$ cat src/design/interval_timer_pkg.sv
// Constants, register map and field layout for the 16-bit interval timer.
// Assumes a 32-bit Avalon-MM slave port with word addressing by byte offset.
// Function
// - The block holds one 16-bit up-counter usable as interval timer or clock time base.
// - It counts as a timer on the internal clock, a synchronised counter or an unsynchronised counter.
// - The interrupt flag is raised on period match and, in gated mode, on the gate falling edge.
// - A two-bit prescale field in the control register selects the count clock divider.
// - Counting continues while the processor idles or sleeps unless stop-in-idle is set.
// - Counting runs only while the run bit is one.
// - With gating enabled the count advances only while the gate input is high.
// - Prescale codes 00, 01, 10, 11 divide by 1, 8, 64 and 256.
// - Source bit one counts external rising edges, zero counts the internal clock.
// - The gating bit acts only with the internal clock selected.
// - The resync bit acts only with the external clock selected.
package interval_timer_pkg;

  // Byte offsets of the registers.
  localparam logic [3:0] ctrl_off = 4'h0;
  localparam logic [3:0] count_off = 4'h4;
  localparam logic [3:0] period_off = 4'h8;
  localparam logic [3:0] irq_off = 4'hc;

  // Control register bit positions.
  localparam int run_bit = 15;
  localparam int idle_stop_bit = 13;
  localparam int gate_bit = 6;
  localparam int div_lo_bit = 4;
  localparam int resync_bit = 2;
  localparam int source_bit = 1;

  // Interrupt register layout: flag, enable, priority.
  localparam int flag_bit = 0;
  localparam int enable_bit = 1;
  localparam int prio_lo_bit = 4;

  // Reset values.
  localparam logic [15:0] count_rst = 16'h0000;
  localparam logic [15:0] period_rst = 16'hffff;

  // Prescaler terminal counts, one less than the ratio.
  localparam logic [7:0] div1_max = 8'h00;
  localparam logic [7:0] div8_max = 8'h07;
  localparam logic [7:0] div64_max = 8'h3f;
  localparam logic [7:0] div256_max = 8'hff;

  // Configuration as one carrier.
  typedef struct packed {
    logic timer_run;
    logic idle_stop;
    logic gated_accumulate;
    logic [1:0] clock_divide_select;
    logic ext_clock_resync;
    logic count_source_select;
  } tick_control_s;

  localparam tick_control_s tick_control_rst = '0;

endpackage : interval_timer_pkg

$ cat src/design/interval_timer.sv
// Top of the 16-bit interval timer with an Avalon-MM register port.
// Assumes the external count and gate pins are asynchronous to clk.
// Assumes cpu_idle comes from logic on clk, so it needs no synchroniser.
//
// The implementer's own choices: the placing of the registers and the Avalon-MM interface to the registers.
`timescale 1ns/10ps
module interval_timer
  import interval_timer_pkg::*;
(
  // Clock and reset.
  input wire logic clk,
  input wire logic rst_n,
  // Avalon-MM slave.
  input wire logic [3:0] address,
  input wire logic read,
  input wire logic write,
  input wire logic [31:0] writedata,
  output logic [31:0] readdata,
  output logic waitrequest,
  // Pins and processor state.
  input wire logic ext_count_input,
  input wire logic ext_gate_input,
  input wire logic cpu_idle,
  // Interrupt request and its priority.
  output logic tick_irq,
  output logic [2:0] tick_irq_priority
);

  tick_control_s ctl_reg, ctl_next;
  logic [15:0] count_reg, count_next;
  logic [15:0] period_value_reg, period_value_next;
  logic flag_reg, flag_next;
  logic ien_reg, ien_next;
  logic [2:0] prio_reg, prio_next;
  logic [31:0] rdata_reg, rdata_next;
  logic ack_reg, ack_next;
  logic wait_reg, wait_next;
  logic irq_reg, irq_next;
  logic [1:0] ck_sync_reg, gt_sync_reg;
  logic [1:0] ck_sync_next;
  logic [1:0] gt_sync_next;
  logic ck_last_reg, gt_last_reg, raw_last_reg;
  logic ck_last_next;
  logic gt_last_next;
  logic raw_last_next;
  logic raw_in; // Count pin after the chosen number of stages.
  logic raw_edge; // One-cycle pulse on a count pin rising edge.
  logic raw_tick; // Undivided count tick.
  logic div_tick; // Count tick after the prescaler.
  logic running; // Run bit qualified by stop-in-idle.
  logic gate_fall; // Gate falling edge in gated internal mode.
  logic match_reg, match_next;

  // Next values of the pin synchronisers and of the edge-history flops.
  always_comb begin
    ck_sync_next = {ck_sync_reg[0], ext_count_input};
    gt_sync_next = {gt_sync_reg[0], ext_gate_input};
    ck_last_next = ck_sync_reg[1];
    gt_last_next = gt_sync_reg[1];
    raw_last_next = raw_in;
  end

  // Two-flop synchronisers for both pins; only the second stage feeds logic.
  // History flops reset to the resting low level, so no false edge follows reset.
  always_ff @(posedge clk) begin
    if (!rst_n) begin
      ck_sync_reg <= 2'h0;
      gt_sync_reg <= 2'h0;
      ck_last_reg <= 1'b0;
      gt_last_reg <= 1'b0;
      raw_last_reg <= 1'b0;
    end else begin
      ck_sync_reg <= ck_sync_next;
      gt_sync_reg <= gt_sync_next;
      ck_last_reg <= ck_last_next;
      gt_last_reg <= gt_last_next;
      raw_last_reg <= raw_last_next;
    end
  end

  // Unsynchronised mode skips the extra edge-align stage; both are on clk.
  assign raw_in = ctl_reg.ext_clock_resync ? ck_last_reg : ck_sync_reg[1];
  assign raw_edge = raw_in & ~raw_last_reg;
  // Run gating and stop-in-idle.
  assign running = ctl_reg.timer_run & ~(cpu_idle & ctl_reg.idle_stop);

  // Select the raw tick source.
  always_comb begin
    raw_tick = 1'b0;
    if (running) begin
      if (ctl_reg.count_source_select) begin
        raw_tick = raw_edge;
      end else if (ctl_reg.gated_accumulate) begin
        raw_tick = gt_sync_reg[1];
      end else begin
        raw_tick = 1'b1;
      end
    end
  end

  // Gate falling edge counts only in gated internal mode.
  assign gate_fall = ctl_reg.timer_run & ~ctl_reg.count_source_select &
                     ctl_reg.gated_accumulate & gt_last_reg & ~gt_sync_reg[1];

  // The prescaler is cleared while the run bit is zero, so every run-bit start begins a full ratio.
  tick_prescaler u_pre (
    .clk(clk),
    .rst_n(rst_n),
    .clear(~ctl_reg.timer_run),
    .divide_sel(ctl_reg.clock_divide_select),
    .raw_tick(raw_tick),
    .div_tick(div_tick)
  );

  // Counter, control, period and interrupt registers.
  // A count write lands after any tick of the same cycle, so software sees
  // exactly the value it wrote.
  always_comb begin
    ctl_next = ctl_reg;
    count_next = count_reg;
    period_value_next = period_value_reg;
    flag_next = flag_reg;
    ien_next = ien_reg;
    prio_next = prio_reg;
    match_next = 1'b0;
    // Count tick: wrap on match, else increment.
    if (div_tick) begin
      if (count_reg == period_value_reg) begin
        count_next = 16'h0000;
        match_next = 1'b1;
      end else begin
        count_next = count_reg + 16'h0001;
      end
    end
    // Register writes take effect on the edge that ends the wait cycle, one edge before acceptance.
    if (write & ~ack_reg) begin
      case (address)
        ctrl_off: begin
          ctl_next.timer_run = writedata[run_bit];
          ctl_next.idle_stop = writedata[idle_stop_bit];
          ctl_next.gated_accumulate = writedata[gate_bit];
          ctl_next.clock_divide_select = writedata[div_lo_bit +: 2];
          ctl_next.ext_clock_resync = writedata[resync_bit];
          ctl_next.count_source_select = writedata[source_bit];
        end
        count_off: count_next = writedata[15:0];
        period_off: period_value_next = writedata[15:0];
        irq_off: begin
          if (writedata[flag_bit]) flag_next = 1'b0;
          ien_next = writedata[enable_bit];
          prio_next = writedata[prio_lo_bit +: 3];
        end
        default: ;
      endcase
    end
    // Hardware set wins over a software clear.
    if (match_reg | gate_fall) flag_next = 1'b1;
    irq_next = flag_next & ien_next;
  end

  // Bus answer: one wait cycle, then acknowledge for one cycle; read data holds until the next read.
  // Waitrequest is kept in its own flop so that the port needs no inverter.
  always_comb begin
    rdata_next = rdata_reg;
    ack_next = (read | write) & ~ack_reg;
    wait_next = ~ack_next;
    // Read mux.
    if (read & ~ack_reg) begin
      case (address)
        ctrl_off: rdata_next = {16'h0000, ctl_reg.timer_run, 1'b0, ctl_reg.idle_stop,
                                6'h00, ctl_reg.gated_accumulate, ctl_reg.clock_divide_select,
                                1'b0, ctl_reg.ext_clock_resync, ctl_reg.count_source_select,
                                1'b0};
        count_off: rdata_next = {16'h0000, count_reg};
        period_off: rdata_next = {16'h0000, period_value_reg};
        irq_off: rdata_next = {25'h0000000, prio_reg, 2'h0, ien_reg, flag_reg};
        default: rdata_next = 32'h00000000;
      endcase
    end
  end

  // Register the counter, control, period and interrupt state.
  always_ff @(posedge clk) begin
    if (!rst_n) begin
      ctl_reg <= tick_control_rst;
      count_reg <= count_rst;
      period_value_reg <= period_rst;
      flag_reg <= 1'b0;
      ien_reg <= 1'b0;
      prio_reg <= 3'h0;
      irq_reg <= 1'b0;
      match_reg <= 1'b0;
    end else begin
      ctl_reg <= ctl_next;
      count_reg <= count_next;
      period_value_reg <= period_value_next;
      flag_reg <= flag_next;
      ien_reg <= ien_next;
      prio_reg <= prio_next;
      irq_reg <= irq_next;
      match_reg <= match_next;
    end
  end

  // Register the bus answer; waitrequest rests high out of reset.
  always_ff @(posedge clk) begin
    if (!rst_n) begin
      rdata_reg <= 32'h00000000;
      ack_reg <= 1'b0;
      wait_reg <= 1'b1;
    end else begin
      rdata_reg <= rdata_next;
      ack_reg <= ack_next;
      wait_reg <= wait_next;
    end
  end

  // Every output comes straight from its flop.
  assign waitrequest = wait_reg;
  assign readdata = rdata_reg;
  assign tick_irq = irq_reg;
  assign tick_irq_priority = prio_reg;

endmodule : interval_timer

$ cat src/design/tick_prescaler.sv
// Prescaler that turns raw count ticks into divided one-cycle ticks.
// Assumes the raw tick is a per-cycle enable on clk; each high cycle counts once.
`timescale 1ns/10ps
module tick_prescaler
  import interval_timer_pkg::*;
(
  // Clock and reset.
  input wire logic clk,
  input wire logic rst_n,
  // Control.
  input wire logic clear,
  input wire logic [1:0] divide_sel,
  input wire logic raw_tick,
  // Divided tick.
  output logic div_tick
);

  logic [7:0] pre_reg;
  logic [7:0] pre_next;
  logic [7:0] max_cnt;
  logic div_next;
  logic div_reg;

  // Pick the terminal count for the selected ratio.
  always_comb begin
    case (divide_sel)
      2'h0: max_cnt = div1_max;
      2'h1: max_cnt = div8_max;
      2'h2: max_cnt = div64_max;
      default: max_cnt = div256_max;
    endcase
  end

  // Count raw ticks and emit one tick per full ratio.
  always_comb begin
    pre_next = pre_reg;
    div_next = 1'b0;
    if (clear) begin
      pre_next = 8'h00;
    end else if (raw_tick) begin
      if (pre_reg >= max_cnt) begin
        pre_next = 8'h00;
        div_next = 1'b1;
      end else begin
        pre_next = pre_reg + 8'h01;
      end
    end
  end

  // Register prescaler state.
  always_ff @(posedge clk) begin
    if (!rst_n) begin
      pre_reg <= 8'h00;
      div_reg <= 1'b0;
    end else begin
      pre_reg <= pre_next;
      div_reg <= div_next;
    end
  end

  assign div_tick = div_reg;

endmodule : tick_prescaler

$ cat config.mk
export PLATFORM = sky130hd
export DESIGN_NAME = interval_timer
export DESIGN_NICKNAME = d
export VERILOG_FILES = /design/src/design/interval_timer_pkg.sv /design/src/design/interval_timer.sv /design/src/design/tick_prescaler.sv
export SDC_FILE = /design/constraint.sdc
export NUM_CORES = 1
export LEC_CHECK = 0
export BUFFER_PORTS_ARGS = -buffer_cell sky130_fd_sc_hd__buf_2
export CAP_MARGIN = 0
export CORE_AREA = 2 2 88 90
export CTS_CLUSTER_SIZE = 16
export DETAILED_ROUTE_END_ITERATION = 8
export DIE_AREA = 0 0 90 92
export PLACE_DENSITY = 0.88
export SETUP_SLACK_MARGIN = 0.02
export SYNTH_ARGS = -nofsm -noshare
export SYNTH_HDL_FRONTEND = slang
export SYNTH_SLANG_ARGS = --single-unit
$ cat constraint.sdc
create_clock -name clk -period 2.35 [get_ports clk]
set_input_delay 0.235 -clock clk [delete_from_list [all_inputs] [get_ports clk]]
set_output_delay 0.235 -clock clk [all_outputs]
set_load 0.1 [all_outputs]
# After elaboration in Yosys (flattened, before gate mapping)
# Index checks and enable logic that the tools add are counted.
# op_classes
n_reduce_logical	8
n_eq_ne	6
bitwise_logic	19
mux	19
add_sub_neg	2
n_lt_le_gt_ge	1
# op_table
operator	count
$mux W16	4
$pmux W16 S4	1
$pmux W8 S3	1
$add A16 B1 Y16 const B	1
$eq A16 B16 Y1	1
$mux W1	12
$and A1 B1 Y1	11
$reduce_and A2 Y1	5
$add A8 B1 Y8 const B	1
$eq A4 B4 Y1 const B	2
$ge A8 B8 Y1	1
$mux W8	1
$not A1 Y1	6
$eq A4 B3 Y1 const B	1
$logic_not A4 Y1	1
$reduce_and A3 Y1	1
$eq A2 B1 Y1 const B	1
$eq A2 B2 Y1 const B	1
$logic_not A2 Y1	1
$or A1 B1 Y1	2
# word_totals
wordCells	78
in_bits	43
out_inout_bits	37
regBits	96

# Longest topological paths before layout
# depth
depth_word	8
ltp_mapped	9
ltp_nobuf	8

# By module
# A second synthesis with hierarchy kept.
# unflattened
cells_unflattened	445
area_unflattened_um2	3935.0
# modules_own_cells
module	n_inst	cells_each	area_each_um2	seq_area_each_um2
interval_timer	1	374	3276.9	1421.4
tick_prescaler	1	71	658.1	180.2

# Worst setup path before layout
# No wires, ideal clock.
# synth_path
path_kind	register to register
startpoint	reg ctl_reg[3] (netlist bit)
endpoint	reg u_pre.pre_reg[1]
arrival_time_ns	1.969
stages_incl_launch_ff	10
path_slack_ns	0.310
path_buffers	1
cell_sequence	dfxtp_1 -> nor2_1 -> ha_1 -> or2_2 -> a21oi_1 -> o311ai_0 -> a21oi_1 -> buf_2 -> nand4_1 -> a21oi_1
# synth_via
elab_chain_len	4
word_cells_on_any_way	6
classes_between	order compare: 1; eq/ne: 2; mux: 2; reduce/logical: 1
# synth_rtl
item	line	source
from (decl)	interval_timer.sv:29	tick_control_s ctl_reg, ctl_next;
from (signal assigned)	interval_timer.sv:185	ctl_reg <= tick_control_rst;
from (signal assigned)	interval_timer.sv:194	ctl_reg <= ctl_next;
$eq A2 B2 Y1, or another cell as far along	tick_prescaler.sv:26	case (divide_sel)
$pmux W8 S3 *	tick_prescaler.sv:26	
$ge A8 B8 Y1 *	tick_prescaler.sv:41	if (pre_reg >= max_cnt) begin
$mux W8 *	tick_prescaler.sv:41	
to (signal assigned)	tick_prescaler.sv:56	pre_reg <= pre_next;
to (decl)	tick_prescaler.sv:18	logic [7:0] pre_reg;
# Mark *: on every way between the ends. The rest lies on a longest branch, timed or not.
# A chain may end at the register's enable or synchronous reset.

# Final worst setup path
# layout_path
startpoint	reg ctl_reg[3] (netlist bit)
endpoint	reg u_pre.pre_reg[3]
# Same word-level chain as after synthesis.

==> flow_metrics.py <==
metrics = {
    "run_status": {
        "status": "finished, final reports clean",
    },
    "layout": {
        "fin_area_sq_um": 4470,
        "nets": 566,
        "drive_above_1_share_pct": 17.5,
        "syn_to_final_growth_pct": 14.9,
        "num_antenna_cells": 0,
    },
    "sta": {
        "hold_violations": 0,
        "fin_crit_ns": 2.15,
        "finalSetupViolations": 0,
        "fmax_ghz": 0.464,
        "fin_crit_sh_pct": 91.6,
        "tightestPinTransition_ns": 0.665,
        "holdWs_ns": 0.0835,
        "rsz0062_at_grt": "false",
        "report.final.slew_viol_count": 0,
        "slew-limit-headroom_pct": 55.6,
        "setup-tns-final_ns": 0,
        "skew_ns": 0.00760,
    },
    "clock_tree": {
        "clockBufferDepth": 2,
        "post_cts_buffers": 0,
        "worstSkewPairLatency_ns": 0.35,
        "cts-hold-fix-buffers": 0,
        "cts_tree": "yes",
        "htreeDepth": 3,
        "clk_pin_slew_ns": 0.08,
        "post_cts_resized": 0,
        "clock-root-buffer": "clkbuf_8",
        "cts_sinks": 80,
        "cts-buffers-inserted": 9,
    },
    "global_routing": {
        "grt_pass1_wl_um": 15800,
        "grt_max_degree": 32,
        "antenna_found_initial": 0,
        "grt_pass1_vias": 3306,
        "top_usage_layer": "met2",
        "grt_use_met2_pct": 41.8,
        "grt.total_usage_pct": 23.9,
        "met1_usage_pct": 28.7,
        "grt_remaining_overflow": 0,
        "use_met3_pct": 5.18,
    },
    "placement": {
        "place_congestion": 0.892,
        "dp_hpwl_um": 6840,
        "port_buffers": 47,
        "placed_area_sq_um": 4200,
    },
    "synthesis": {
        "synth_seq_cells": 80,
        "syn_avg_cell_area_sq_um": 8.33,
        "synth_cells": 467,
        "synth_most_common_cell": "nand2_1",
        "synth.distinct_cells": 45,
        "synth_enable_flop_cells": 0,
        "seq_area_frac_synth_pct": 41.2,
        "async_flop_share_pct": 0,
        "netlist_top_cells_area": "dfxtp_1, nand2_1, xor2_1",
        "synth_top_area_cell": "dfxtp_1",
        "synth_top_area_share_pct": 41.2,
        "yosys_warnings": 0,
        "syn_area_sq_um": 3890,
        "yosys-top-cells-count": "nand2_1, dfxtp_1, nor2_1, nand3_1, xor2_1",
        "synthFlopType": "dfxtp_1",
    },
    "worst_setup_path": {
        "r2r_cells": 9,
        "required_ns": 2.63,
        "r2r_slack_ns": 0.20,
        "crit_type": "reg2reg",
        "r2r-end": "u_pre.pre_reg[3]$_SDFFE_PN0P_",
        "arrival_ns": 2.43,
        "reg2reg_from": "ctl_reg[3]$_SDFFE_PN0P_",
        "path_max_fanout": 14,
        "critPathLaunchType": "flip-flop",
        "critical_path.endpoint_type": "flip-flop",
    },
    "pwr": {
        "max-vdd-ir-drop_uv": 344,
        "p_per_area_nw_per_um2": 720,
        "internal_power_mw": 2.31,
        "pwr-share-seq_pct": 43.9,
        "power_leakage_nw": 1.73,
        "swShare_pct": 28.1,
        "p_sw_uw": 904,
        "clockPowerShare_pct": 41.6,
        "combinationalPowerShare_pct": 14.5,
    },
    "min_path": {
        "hold_path_depth": 2,
        "min_path_type": "in2reg",
        "holdPathEnd": "gt_sync_reg[0]$_SDFF_PN0_",
        "hold_path.startpoint": "ext_gate_input",
    },
    "detailed_routing": {
        "wl_per_cell_um": 15.5,
        "vias_per_cell": 5.65,
        "drt-total-wl_um": 9660,
        "route.detailed.drc": 0,
        "antenna_left": 0,
        "dr_total_vias": 3509,
        "drtPass1Iterations": 6,
        "drt_iter0_drc": 285,
    },
    "flow_run": {
        "drv_cap": 0,
    },
    "floorplan": {
        "num_io_pins": 80,
        "core_area_sq_um": 7450,
        "initial_core_util_pct": 52.3,
        "die-area_sq_um": 8280,
        "num_rows": 32,
        "chipWidth_um": 90,
        "chipHeight_um": 92,
    },
}
==> layer usage <==
layer,vias up,routed length (um),part of all wire (%)
met1,1636,4030,42
met3,18,707,7.3
met5,-,0,0
met2,161,4750,49
li1,1694,-,-
met4,0,167,1.7
==> placed cells by master (no fill, tap or decap), drive strengths merged, types with 2 or more instances in the layout <==
cell type   n
o31ai       8
dfxtp      80
nand3      33
and2       10
nor3b       2
nand4       8
and3        2
a31oi       5
a221oi      4
o21ai       6
ha          8
nor2       40
nor4        5
conb       16
xor2       21
a311oi      4
buf        65
a211oi     13
a21oi      17
or3b        2
nand2      82
mux2i       8
nor2b       3
or2         3
nor3       13
inv         8
clkbuf     10
xnor2      10
bufinv      4
a22oi      11
a2bb2oi     8
==> worst max-delay path by stage <==
| stage | from | to | slack, ns | depth (start not counted) |
|---|---|---|---|---|
| floorplan | ctl_reg[3]$_SDFFE_PN0P_ | u_pre.pre_reg[1]$_SDFFE_PN0P_ | 0.31 | 9 |
| global placement | ctl_reg[3]$_SDFFE_PN0P_ | u_pre.pre_reg[4]$_SDFFE_PN0P_ | 0.37 | 9 |
| detailed placement | ctl_reg[3]$_SDFFE_PN0P_ | u_pre.pre_reg[5]$_SDFFE_PN0P_ | 0.25 | 9 |
| CTS | ctl_reg[3]$_SDFFE_PN0P_ | u_pre.pre_reg[3]$_SDFFE_PN0P_ | 0.21 | 9 |
| global route | ctl_reg[3]$_SDFFE_PN0P_ | u_pre.pre_reg[7]$_SDFFE_PN0P_ | 0.09 | 9 |
| finish | ctl_reg[3]$_SDFFE_PN0P_ | u_pre.pre_reg[3]$_SDFFE_PN0P_ | 0.20 | 9 |
==> critical path, cell delays in order (launching register included) <==
cell      delay (ns)
dfxtp_1         0.47
nor2_1          0.12
ha_1            0.30
or2_2           0.27
a21oi_1         0.15
o311ai_0        0.16
a21oi_1         0.15
buf_4           0.21
nand3_1         0.09
a31oi_1         0.17
==> cell type report <==
type,count,area (sq um)
clock inverter,5,129
inverter,8,30.0
sequential,80,1600
fill,645,2980
timing repair buffer,65,370
clock buffer,10,138
multi-input combinational,351,2070
tap,102,128
==> through the flow <==
stage,setup WS (ns),util [%],power [mW],cells
global placement,0.367,56.5,1.90,606
CTS,0.209,60.0,3.22,621
floorplan,0.310,-,1.84,482
finish,0.197,60.0,3.22,621
global route,0.0851,60.0,3.31,621
detailed placement,0.254,56.5,1.91,606
==> power by group through the flow <==
stage	sequential [mW]	combinational [mW]	clock (mW)
finish	1.41	0.465	1.34
global route	1.42	0.487	1.40
CTS	1.41	0.464	1.34
detailed placement	1.45	0.461	0
global placement	1.44	0.457	0
floorplan	1.59	0.246	0
==> cell families after synthesis <==
logic type,share of synthesized area [%]
AOI/OAI and AO/OA,15.2
adders and majority gates,2.57
muxes,2.35
buffers and inverters,7.20
other,0.0964
xor gates and xnor gates,6.98
DFF,41.2
and+or+nand+nor,24.5
Note: power is estimated with default switching activity, not from simulation.
